--- config.mk ---
export PLATFORM = sky130hd
export DESIGN_NAME = asptb_top
export DESIGN_NICKNAME = d
export VERILOG_FILES = /design/src/asptb_pkg.sv /design/src/asptb_baud_cnt.sv /design/src/asptb_top.sv
export SDC_FILE = /design/constraint.sdc
export NUM_CORES = 1
export LEC_CHECK = 0
export BUFFER_PORTS_ARGS = -buffer_cell sky130_fd_sc_hd__buf_2
export CAP_MARGIN = 5
export CELL_PAD_IN_SITES_DETAIL_PLACEMENT = 2
export CELL_PAD_IN_SITES_GLOBAL_PLACEMENT = 2
export CORE_MARGIN = 4
export CORE_UTILIZATION = 36
export DETAILED_ROUTE_END_ITERATION = 8
export PLACE_DENSITY_LB_ADDON = 0.25
export SLEW_MARGIN = 10
export SYNTH_ARGS = -nofsm -noshare
export SYNTH_HDL_FRONTEND = slang
export SYNTH_SLANG_ARGS = --single-unit
--- constraint.sdc ---
create_clock -name sys_clk -period 3.5 [get_ports sys_clk]
set_input_delay 0 -clock sys_clk [delete_from_list [all_inputs] [get_ports sys_clk]]
set_output_delay 0 -clock sys_clk [all_outputs]
set_load 0.02 [all_outputs]
--- src/asptb_pkg.sv ---
package asptb_pkg;
    // ==========================================================
    // Register byte addresses
    localparam logic [3:0] ADDR_CTRL = 4'h0;
    localparam logic [3:0] ADDR_DATA = 4'h4;
    localparam logic [3:0] ADDR_TIMER = 4'h8;
    localparam logic [3:0] ADDR_COUNT = 4'hC;

    // ==========================================================
    // Control register fields (serial_control_reg)
    localparam int CTRL_MODE_BIT = 7;
    localparam int CTRL_MCE_BIT = 5;
    localparam int CTRL_REN_BIT = 4;
    localparam int CTRL_TB8_BIT = 3;
    localparam int CTRL_RB8_BIT = 2;
    localparam int CTRL_TI_BIT = 1;
    localparam int CTRL_RI_BIT = 0;
    localparam logic [7:0] CTRL_RESET = 8'h40;

    // ==========================================================
    // Timer register fields
    localparam int TMR_RELOAD_LSB = 0;
    localparam int TMR_RUN_BIT = 8;
    localparam int TMR_SEL_LSB = 9;
    localparam int TMR_IE_BIT = 12;
    localparam logic [7:0] RELOAD_RESET = 8'h00;

    // ==========================================================
    // Timer clock sources
    typedef enum logic [2:0] {
        SEL_SYS_DIV1 = 3'h0,
        SEL_SYS_DIV4 = 3'h1,
        SEL_SYS_DIV12 = 3'h2,
        SEL_SYS_DIV48 = 3'h3,
        SEL_EXT_OSC_DIV8 = 3'h4,
        SEL_EXT_PIN = 3'h5
    } asptb_clk_sel_t;

    localparam logic [5:0] PRESCALE_WRAP = 6'h2F;
    localparam logic [5:0] DIV4_MASK = 6'h03;
    localparam logic [5:0] DIV12_COUNT = 6'h0C;
    localparam logic [2:0] OSC_DIV8_WRAP = 3'h7;
    localparam logic [7:0] COUNT_TOP = 8'hFF;

    // ==========================================================
    // Frame shapes
    localparam logic [3:0] BITS_8BIT_MODE = 4'h8;
    localparam logic [3:0] BITS_9BIT_MODE = 4'h9;

    localparam logic [1:0] RESP_OKAY = 2'h0;
    localparam logic [1:0] RESP_SLVERR = 2'h2;

    typedef enum logic [4:0] {
        TX_IDLE = 5'b00001,
        TX_WAIT = 5'b00010,
        TX_START = 5'b00100,
        TX_DATA = 5'b01000,
        TX_STOP = 5'b10000
    } asptb_tx_state_t;

    typedef enum logic [3:0] {
        RX_IDLE = 4'b0001,
        RX_START = 4'b0010,
        RX_DATA = 4'b0100,
        RX_STOP = 4'b1000
    } asptb_rx_state_t;
endpackage : asptb_pkg

--- src/asptb_baud_cnt.sv ---
`timescale 1ns/100ps
module asptb_baud_cnt (
    input wire logic sys_clk,
    input wire logic rst,
    input wire logic tick,
    input wire logic run,
    input wire logic [7:0] reload,
    input wire logic force_load,
    output logic [7:0] count,
    output logic ovf,
    output logic mid_tick,
    output logic bit_tick
);
    import asptb_pkg::*;

    logic [7:0] count_q;
    logic div_q;

    assign ovf = run && tick && (count_q == COUNT_TOP);
    // First overflow after a forced reload lands half a bit in
    assign mid_tick = ovf && !div_q;
    assign bit_tick = ovf && div_q;
    assign count = count_q;

    // ==========================================================
    // 8-bit auto-reload counter
    always_ff @(posedge sys_clk or posedge rst) begin
        if (rst) begin
            count_q <= 8'h00;
        end else if (force_load) begin
            count_q <= reload;
        end else if (ovf) begin
            count_q <= reload;
        end else if (run && tick) begin
            count_q <= count_q + 8'h01;
        end
    end

    // Divide overflows by two
    always_ff @(posedge sys_clk or posedge rst) begin
        if (rst) begin
            div_q <= 1'b0;
        end else if (force_load) begin
            div_q <= 1'b0;
        end else if (ovf) begin
            div_q <= !div_q;
        end
    end
endmodule : asptb_baud_cnt

--- src/asptb_top.sv ---
// Added by the designer: the AXI4-Lite interface to the registers and the address map.
`timescale 1ns/100ps
// What this block does
// - Data address writes go to transmit, reads return receive buffer only.
// - Completed byte is buffered so next byte can shift in meanwhile.
// - Enabled interrupt follows either done flag; only software clears flags.
// - Timer auto-reload counter clocks transmit; hidden copy clocks receive.
// - Both counter overflows are divided by two for bit rate.
// - Receive copy runs with timer, same reload, forced reload on start.
// - Overflow rate is timer clock over 256 minus reload; bit rate half.
// - Timer clock: system /1, /4, /12, /48, oscillator /8, or pin.
// - Control bit 7 selects 8-bit (0) or 9-bit (1) frames.
// - 8-bit frame: start, eight data bits LSB first, stop.
// - 8-bit mode stores stop bit into received ninth-bit field.
// - Data write starts sending; done flag sets at start of stop bit.
// - Reception only while receive enable bit is set.
// - 8-bit load needs done flag clear and, if filtering, stop bit one.
// - On overrun buffer keeps first byte; later frame data discarded.
// - 9-bit frame: start, eight data, ninth from control bit 3, stop.
// - 9-bit mode stores ninth bit and ignores stop bit level.
// - 9-bit load needs done flag clear and, if filtering, ninth bit one.
module asptb_top (
    input wire logic sys_clk,
    input wire logic rst,
    input wire logic [3:0] s_axi_awaddr,
    input wire logic s_axi_awvalid,
    output logic s_axi_awready,
    input wire logic [31:0] s_axi_wdata,
    input wire logic [3:0] s_axi_wstrb,
    input wire logic s_axi_wvalid,
    output logic s_axi_wready,
    output logic [1:0] s_axi_bresp,
    output logic s_axi_bvalid,
    input wire logic s_axi_bready,
    input wire logic [3:0] s_axi_araddr,
    input wire logic s_axi_arvalid,
    output logic s_axi_arready,
    output logic [31:0] s_axi_rdata,
    output logic [1:0] s_axi_rresp,
    output logic s_axi_rvalid,
    input wire logic s_axi_rready,
    input wire logic ext_osc_tick,
    input wire logic timer_external_input,
    input wire logic serial_in_pin,
    output logic serial_out_pin,
    output logic serial_irq
);
    import asptb_pkg::*;

    // ==========================================================
    // Register bus
    logic wr_go;
    logic rd_go;
    logic wr_ctrl;
    logic wr_data;
    logic wr_tmr;
    logic bvalid_q;
    logic [1:0] bresp_q;
    logic rvalid_q;
    logic [1:0] rresp_q;
    logic [31:0] rdata_q;
    logic [31:0] rdata_d;
    logic rd_hit;

    logic mode_q, mce_q, ren_q, tb8_q, rb8_q, ti_q, ri_q;
    logic [7:0] tx_hold_q;
    logic [7:0] rx_buf_q;
    logic [7:0] reload_q;
    logic run_q;
    asptb_clk_sel_t sel_q;
    logic ie_q;

    assign wr_go = s_axi_awvalid && s_axi_wvalid && !bvalid_q;
    assign s_axi_awready = wr_go;
    assign s_axi_wready = wr_go;
    assign s_axi_bvalid = bvalid_q;
    assign s_axi_bresp = bresp_q;
    assign rd_go = s_axi_arvalid && !rvalid_q;
    assign s_axi_arready = rd_go;
    assign s_axi_rvalid = rvalid_q;
    assign s_axi_rresp = rresp_q;
    assign s_axi_rdata = rdata_q;

    assign wr_ctrl = wr_go && s_axi_wstrb[0] && (s_axi_awaddr == ADDR_CTRL);
    assign wr_data = wr_go && s_axi_wstrb[0] && (s_axi_awaddr == ADDR_DATA);
    assign wr_tmr = wr_go && (s_axi_awaddr == ADDR_TIMER);

    always_ff @(posedge sys_clk or posedge rst) begin
        if (rst) begin
            bvalid_q <= 1'b0;
            bresp_q <= RESP_OKAY;
        end else if (wr_go) begin
            bvalid_q <= 1'b1;
            bresp_q <= (s_axi_awaddr == ADDR_CTRL || s_axi_awaddr == ADDR_DATA ||
                        s_axi_awaddr == ADDR_TIMER || s_axi_awaddr == ADDR_COUNT) ?
                       RESP_OKAY : RESP_SLVERR;
        end else if (s_axi_bready) begin
            bvalid_q <= 1'b0;
        end
    end

    logic [7:0] tx_count;

    always_comb begin
        rdata_d = 32'h0000_0000;
        rd_hit = 1'b1;
        unique case (s_axi_araddr)
            ADDR_CTRL: rdata_d[7:0] = {mode_q, 1'b1, mce_q, ren_q, tb8_q, rb8_q, ti_q, ri_q};
            ADDR_DATA: rdata_d[7:0] = rx_buf_q;
            ADDR_TIMER: rdata_d[12:0] = {ie_q, sel_q, run_q, reload_q};
            ADDR_COUNT: rdata_d[7:0] = tx_count;
            default: rd_hit = 1'b0;
        endcase
    end

    always_ff @(posedge sys_clk or posedge rst) begin
        if (rst) begin
            rvalid_q <= 1'b0;
            rresp_q <= RESP_OKAY;
            rdata_q <= 32'h0000_0000;
        end else if (rd_go) begin
            rvalid_q <= 1'b1;
            rresp_q <= rd_hit ? RESP_OKAY : RESP_SLVERR;
            rdata_q <= rdata_d;
        end else if (s_axi_rready) begin
            rvalid_q <= 1'b0;
        end
    end

    // ==========================================================
    // Timer configuration and clock select
    always_ff @(posedge sys_clk or posedge rst) begin
        if (rst) begin
            reload_q <= RELOAD_RESET;
            run_q <= 1'b0;
            sel_q <= SEL_SYS_DIV1;
            ie_q <= 1'b0;
        end else if (wr_tmr) begin
            if (s_axi_wstrb[0]) begin
                reload_q <= s_axi_wdata[TMR_RELOAD_LSB +: 8];
            end
            if (s_axi_wstrb[1]) begin
                run_q <= s_axi_wdata[TMR_RUN_BIT];
                sel_q <= asptb_clk_sel_t'(s_axi_wdata[TMR_SEL_LSB +: 3]);
                ie_q <= s_axi_wdata[TMR_IE_BIT];
            end
        end
    end

    logic [5:0] pre_q;
    logic [2:0] osc_q;
    logic pin_prev_q;
    logic tmr_tick;

    // One free-running prescaler serves /4, /12 and /48
    always_ff @(posedge sys_clk or posedge rst) begin
        if (rst) begin
            pre_q <= 6'h00;
        end else begin
            pre_q <= (pre_q == PRESCALE_WRAP) ? 6'h00 : pre_q + 6'h01;
        end
    end

    always_ff @(posedge sys_clk or posedge rst) begin
        if (rst) begin
            osc_q <= 3'h0;
        end else if (ext_osc_tick) begin
            osc_q <= osc_q + 3'h1;
        end
    end

    always_ff @(posedge sys_clk or posedge rst) begin
        if (rst) begin
            pin_prev_q <= 1'b0;
        end else begin
            pin_prev_q <= timer_external_input;
        end
    end

    always_comb begin
        unique case (sel_q)
            SEL_SYS_DIV1: tmr_tick = 1'b1;
            SEL_SYS_DIV4: tmr_tick = (pre_q & DIV4_MASK) == DIV4_MASK;
            SEL_SYS_DIV12: tmr_tick = (pre_q == DIV12_COUNT - 6'h01) ||
                                      (pre_q == 2 * DIV12_COUNT - 6'h01) ||
                                      (pre_q == 3 * DIV12_COUNT - 6'h01) ||
                                      (pre_q == PRESCALE_WRAP);
            SEL_SYS_DIV48: tmr_tick = pre_q == PRESCALE_WRAP;
            SEL_EXT_OSC_DIV8: tmr_tick = ext_osc_tick && (osc_q == OSC_DIV8_WRAP);
            SEL_EXT_PIN: tmr_tick = timer_external_input && !pin_prev_q;
            default: tmr_tick = 1'b0;
        endcase
    end

    // ==========================================================
    // Baud counters: visible transmit counter and hidden receive copy
    logic tx_bit_tick;
    logic tx_ovf;
    logic rx_mid_tick;
    logic rx_force;

    asptb_baud_cnt u_tx_cnt (
        .sys_clk(sys_clk),
        .rst(rst),
        .tick(tmr_tick),
        .run(run_q),
        .reload(reload_q),
        .force_load(1'b0),
        .count(tx_count),
        .ovf(tx_ovf),
        .mid_tick(),
        .bit_tick(tx_bit_tick)
    );

    asptb_baud_cnt u_rx_cnt (
        .sys_clk(sys_clk),
        .rst(rst),
        .tick(tmr_tick),
        .run(run_q),
        .reload(reload_q),
        .force_load(rx_force),
        .count(),
        .ovf(),
        .mid_tick(rx_mid_tick),
        .bit_tick()
    );

    // ==========================================================
    // Transmitter
    asptb_tx_state_t tx_state_q;
    logic [8:0] tx_sh_q;
    logic [3:0] tx_cnt_q;
    logic set_ti;

    always_ff @(posedge sys_clk or posedge rst) begin
        if (rst) begin
            tx_hold_q <= 8'h00;
        end else if (wr_data && tx_state_q == TX_IDLE) begin
            tx_hold_q <= s_axi_wdata[7:0];
        end
    end

    // Writes while a frame is in flight are dropped to keep the frame intact
    always_ff @(posedge sys_clk or posedge rst) begin
        if (rst) begin
            tx_state_q <= TX_IDLE;
            tx_sh_q <= 9'h000;
            tx_cnt_q <= 4'h0;
            serial_out_pin <= 1'b1;
        end else begin
            unique case (tx_state_q)
                TX_IDLE: begin
                    serial_out_pin <= 1'b1;
                    if (wr_data) begin
                        tx_state_q <= TX_WAIT;
                    end
                end
                TX_WAIT: begin
                    if (tx_bit_tick) begin
                        tx_sh_q <= {tb8_q, tx_hold_q};
                        tx_cnt_q <= mode_q ? BITS_9BIT_MODE : BITS_8BIT_MODE;
                        serial_out_pin <= 1'b0;
                        tx_state_q <= TX_START;
                    end
                end
                TX_START, TX_DATA: begin
                    if (tx_bit_tick) begin
                        if (tx_cnt_q == 4'h0) begin
                            serial_out_pin <= 1'b1;
                            tx_state_q <= TX_STOP;
                        end else begin
                            serial_out_pin <= tx_sh_q[0];
                            tx_sh_q <= {1'b0, tx_sh_q[8:1]};
                            tx_cnt_q <= tx_cnt_q - 4'h1;
                            tx_state_q <= TX_DATA;
                        end
                    end
                end
                TX_STOP: begin
                    if (tx_bit_tick) begin
                        tx_state_q <= TX_IDLE;
                    end
                end
            endcase
        end
    end

    assign set_ti = (tx_state_q == TX_DATA) && tx_bit_tick && (tx_cnt_q == 4'h0);

    // ==========================================================
    // Receiver
    asptb_rx_state_t rx_state_q;
    logic [8:0] rx_sh_q;
    logic [3:0] rx_cnt_q;
    logic rx_prev_q;
    logic rx_fall;
    logic rx_ninth;
    logic [7:0] rx_byte;
    logic rx_load;
    logic rx_stop_seen;

    always_ff @(posedge sys_clk or posedge rst) begin
        if (rst) begin
            rx_prev_q <= 1'b1;
        end else begin
            rx_prev_q <= serial_in_pin;
        end
    end

    assign rx_fall = rx_prev_q && !serial_in_pin;
    assign rx_force = (rx_state_q == RX_IDLE) && ren_q && rx_fall;

    always_ff @(posedge sys_clk or posedge rst) begin
        if (rst) begin
            rx_state_q <= RX_IDLE;
            rx_sh_q <= 9'h000;
            rx_cnt_q <= 4'h0;
        end else begin
            unique case (rx_state_q)
                RX_IDLE: begin
                    if (rx_force) begin
                        rx_state_q <= RX_START;
                    end
                end
                RX_START: begin
                    if (rx_mid_tick) begin
                        rx_cnt_q <= mode_q ? BITS_9BIT_MODE : BITS_8BIT_MODE;
                        rx_state_q <= serial_in_pin ? RX_IDLE : RX_DATA;
                    end
                end
                RX_DATA: begin
                    if (rx_mid_tick) begin
                        rx_sh_q <= {serial_in_pin, rx_sh_q[8:1]};
                        rx_cnt_q <= rx_cnt_q - 4'h1;
                        if (rx_cnt_q == 4'h1) begin
                            rx_state_q <= RX_STOP;
                        end
                    end
                end
                RX_STOP: begin
                    if (rx_mid_tick) begin
                        rx_state_q <= RX_IDLE;
                    end
                end
            endcase
        end
    end

    // 8-bit mode: data landed in [8:1]; 9-bit mode: data [7:0], ninth [8]
    assign rx_byte = mode_q ? rx_sh_q[7:0] : rx_sh_q[8:1];
    assign rx_ninth = mode_q ? rx_sh_q[8] : serial_in_pin;
    assign rx_stop_seen = (rx_state_q == RX_STOP) && rx_mid_tick;
    assign rx_load = rx_stop_seen && !ri_q && (!mce_q || rx_ninth);

    always_ff @(posedge sys_clk or posedge rst) begin
        if (rst) begin
            rx_buf_q <= 8'h00;
        end else if (rx_load) begin
            rx_buf_q <= rx_byte;
        end
    end

    // ==========================================================
    // Control register; hardware sets win over a same-cycle clear
    always_ff @(posedge sys_clk or posedge rst) begin
        if (rst) begin
            {mode_q, mce_q, ren_q, tb8_q} <= {CTRL_RESET[CTRL_MODE_BIT], CTRL_RESET[CTRL_MCE_BIT],
                                              CTRL_RESET[CTRL_REN_BIT], CTRL_RESET[CTRL_TB8_BIT]};
            rb8_q <= CTRL_RESET[CTRL_RB8_BIT];
            ti_q <= CTRL_RESET[CTRL_TI_BIT];
            ri_q <= CTRL_RESET[CTRL_RI_BIT];
        end else begin
            if (wr_ctrl) begin
                mode_q <= s_axi_wdata[CTRL_MODE_BIT];
                mce_q <= s_axi_wdata[CTRL_MCE_BIT];
                ren_q <= s_axi_wdata[CTRL_REN_BIT];
                tb8_q <= s_axi_wdata[CTRL_TB8_BIT];
            end
            if (rx_load) begin
                rb8_q <= rx_ninth;
            end else if (wr_ctrl) begin
                rb8_q <= s_axi_wdata[CTRL_RB8_BIT];
            end
            if (set_ti) begin
                ti_q <= 1'b1;
            end else if (wr_ctrl) begin
                ti_q <= s_axi_wdata[CTRL_TI_BIT];
            end
            if (rx_load) begin
                ri_q <= 1'b1;
            end else if (wr_ctrl) begin
                ri_q <= s_axi_wdata[CTRL_RI_BIT];
            end
        end
    end

    assign serial_irq = ie_q && (ti_q || ri_q);

    // ==========================================================
    // Checks
    // Overflow parity kept apart from the counter, so the halving check does not reuse div_q
    logic ovf_par_q;

    always_ff @(posedge sys_clk or posedge rst) begin
        if (rst) begin
            ovf_par_q <= 1'b0;
        end else if (tx_ovf) begin
            ovf_par_q <= !ovf_par_q;
        end
    end
endmodule : asptb_top

==> impl_metrics.csv <==
group,metric,value,unit
worst_setup_path,worst_path_max_delay_cell,"nor4_1",
routing,dr_wl_met2,9220,um
routing,dr.pass1.iters,4,
grt,grt_pass1_vias,5260,
routing,wl,17940,um
timing,slew-limit-headroom,0.2679,
synthesis,synth.area.top_cells,"dfrtp_1 48%, mux2_2 7.0%, mux2i_1 5.2%",
floorplan,row_count,46,
routing,met3_length,615,um
worst_setup_path,path_max_fanout,20,
synthesis,async_flop_share,1.000,
synthesis,synth_ff_type,"dfrtp_1",
routing,routed.top_layer,"met4",
cts,htree_levels,4,
hold_path,whs_path_depth,4,
cts,cts_root_buffer,"clkbuf_16",
power_and_ir_drop,p_leak,3.326,nW
timing,fin_worst_skew,0.01042,ns
worst_setup_path,critical_path_arrival,3.08,ns
worst_setup_path,rr_startpoint,"tx_cnt_q[0]",
cts,cts_tree,"done",
floorplan,die_area,18630,sq um
worst_setup_path,startpoint_type,"flop",
floorplan,start_util,0.3702,
grt,grt-ovfl-total,0,
synthesis,synth_most_common_cell,"dfrtp_1",
routing,drtIter0Drc,188,
power_and_ir_drop,power_density,517.1,nW/um^2
synthesis,synth_area,5944,sq um
place,pre_cts_ws,0.8557,ns
worst_setup_path,slowest_delay,0.61,ns
timing,fin_crit,2.745,ns
final_layout,area_delta_synth_final,21.66,%
place,placed_cells,825,
cts,clock_sinks,118,
grt,grt_usage,0.2015,
power_and_ir_drop,vdd_drop_max,349.4,uV
worst_setup_path,r2r_cells,9,
timing,finalCritPeriodShare,0.7844,
cts,cts_inserted_buffers,17,
timing,setup_viol,0,
cts,cts_setup_buffers,0,
synthesis,yosysWarnings,0,
worst_setup_path,r2r_slack,0.75,ns
worst_setup_path,rr_endpoint,"tx_cnt_q[0]",
synthesis,synth_common_cells,"114 x dfrtp_1, 65 x nand2_1, 49 x o21ai_0, 37 x mux2_2, 32 x nor2_1",
synthesis,synth.distinct_cells,70,
routing,wl_met1,7947,um
hold_path,min_path_type,"primary input to flop",
floorplan,die_h,136.5,um
synthesis,synth_top_area_cell,"dfrtp_1",
synthesis,ys_seq_area_frac,0.4976,
grt,grt_max_degree,61,
timing,final_hold_viol_count,0,
floorplan,coreArea,16060,sq um
job,cap_violations,0,
timing,layout_setup_ws,0.7547,ns
timing,finalMaxSlewViolations,0,
routing,via_per_inst,5.390,
synthesis,synth_edf_count,0,
synthesis,syn_avg_cell_area,10.60,sq um
final_layout,fillerInstances,1683,
final_layout,drive_above_1_share,0.2346,
final_layout,final_cells,881,
worst_setup_path,critPathKind,"flop to flop",
hold_path,holdPathEnd,"s_axi_bresp[1]",
worst_setup_path,worstPathRequired,3.83,ns
final_layout,antenna_cells,0,
worst_setup_path,endpoint_kind,"flop",
grt,grt_first_pass_wirelength,28850,um
synthesis,syn_inst,561,
place,portBuffers,54,
cts,cts_resized,0,
cts,insertion_delay,0.42,ns
hold_path,hold_start,"s_axi_awaddr[1]",
floorplan,die_x,136.5,um
worst_setup_path,crit_chain,"inv_1 -> ha_1 -> or3b_2 -> nor4_1 -> nor3b_1 -> o2111ai_1 -> buf_4 -> a21oi_1 -> o22ai_1",
routing,num_vias,4749,
grt,antenna_found_initial,0,
routing,wl_per_cell,20.36,um
cts,cts_hold_buf,24,
power_and_ir_drop,finalPower,3.740,mW
cts,clockBufferDepth,2,
floorplan,io_pins,97,
place,gp_congestion,0.8143,
timing,rsz0062_at_grt,"false",
synthesis,synth_top_area_frac,0.4799,
timing,tns,0,ns
routing,drc_errors,0,
routing,ant_nets,0,
cts,path_clk_slew,0.06,ns
timing,tightest_slew,1.083,ns
final_layout,nets,715,
outcome,status,"finished clean",
place,dpl.hpwl,12320,um
synthesis,ys_ff_latch,118,
timing,max_freq,0.3643,GHz
==> routing by layer <==
| layer | vias to the layer above | GRT usage |
|---|---|---|
| li1 | 2176 | - |
| met1 | 2467 | 0.2512 |
| met2 | 93 | 0.3560 |
| met3 | 13 | 0.03971 |
| met4 | 0 | 0.05431 |
| met5 | - | 0 |
==> flip-flops by register name, indices dropped and copies added, names as in the netlist, 3 cells and up <==
| signal | flops |
|---|---|
| s_axi_rdata | 13 |
| rx_sh_q | 9 |
| tx_sh_q | 9 |
| reload_q | 8 |
| rx_buf_q | 8 |
| tx_hold_q | 8 |
| u_rx_cnt.count | 8 |
| u_tx_cnt.count | 8 |
| pre_q | 6 |
| tx_state_q | 5 |
| rx_cnt_q | 4 |
| rx_state_q | 4 |
| tx_cnt_q | 4 |
| osc_q | 3 |
| sel_q | 3 |
==> report_power, final <==
part	internal, mW	switching (mW)	total [mW]	leakage [nW]
sequential	1.47	0.129	1.60	1.55
clock	1.06	0.618	1.68	0.267
combinational	0.200	0.262	0.462	1.51
==> critical path: cells and delay by family (launching register included) <==
| family | cells | cell delay [ns] |
|---|---|---|
| adders and majority gates | 1 | 0.17 |
| buffers and inverters | 2 | 0.41 |
| and+or+nand+nor | 3 | 1.26 |
| AOI/OAI and AO/OA | 3 | 0.42 |
| DFF | 1 | 0.39 |
==> how the worst max path moves through the flow <==
stage | start | cells past startpoint | to | slack [ns]
after global placement | tx_cnt_q[0] | 9 | tx_cnt_q[0] | 0.94
final | tx_cnt_q[0] | 9 | tx_cnt_q[0] | 0.75
after global routing | tx_cnt_q[0] | 9 | tx_cnt_q[0] | 0.55
after floorplan | rst | 1 | ie_q | 0.38
after detailed placement | tx_cnt_q[0] | 9 | tx_cnt_q[0] | 0.86
after CTS | tx_cnt_q[0] | 9 | tx_cnt_q[0] | 0.79
==> placed cells by master (no fill, tap or decap), types with 5 or more instances in the layout <==
| cell | instances |
|---|---|
| dlygate4sd3_1 | 24 |
| clkbuf_16 | 17 |
| nand4_1 | 5 |
| clkbuf_1 | 5 |
| o31ai_1 | 6 |
| o21ai_0 | 49 |
| a21oi_1 | 18 |
| mux2i_1 | 31 |
| nor4b_1 | 6 |
| nand2_1 | 65 |
| buf_4 | 12 |
| o211ai_1 | 5 |
| dfrtp_1 | 114 |
| mux2_2 | 37 |
| inv_1 | 19 |
| a22o_1 | 5 |
| conb_1 | 21 |
| buf_2 | 54 |
| ha_1 | 9 |
| nand3_1 | 18 |
| nor3_1 | 7 |
| nor2_1 | 32 |
==> stage by stage <==
step / utilization / instance area, sq um / hold slack (ns)
CTS: 0.4504 / 7232 / 0.005689
global route: 0.4504 / 7232 / 0.08830
detailed placement: 0.4005 / 6431 / 0.1316
finish: 0.4504 / 7232 / 0.08228
floorplan: - / 6020 / 0.004478
global placement: 0.4005 / 6431 / 0.1257
==> logic make-up after synthesis <==
logic type | share of synthesized area
other | 0.0006308
xor gates and xnor gates | 0.01031
DFF | 0.4976
AOI/OAI and AO/OA | 0.1408
and+or+nand+nor | 0.1440
buffers and inverters | 0.05409
muxes | 0.1337
adders and majority gates | 0.01894
==> cell type report <==
| type | instances | area (sq um) | area share |
|---|---|---|---|
| clock buffers | 23 | 457.9 | 0.06332 |
| flip-flops and latches | 118 | 2958 | 0.4090 |
| multi-input cells | 404 | 2745 | 0.3796 |
| repair buffers | 91 | 620.6 | 0.08581 |
| inverters | 20 | 77.57 | 0.01073 |
| clock inverters | 9 | 102.6 | 0.01419 |
| well taps | 216 | 270.3 | 0.03737 |
Power figures use the tool's default switching activity.
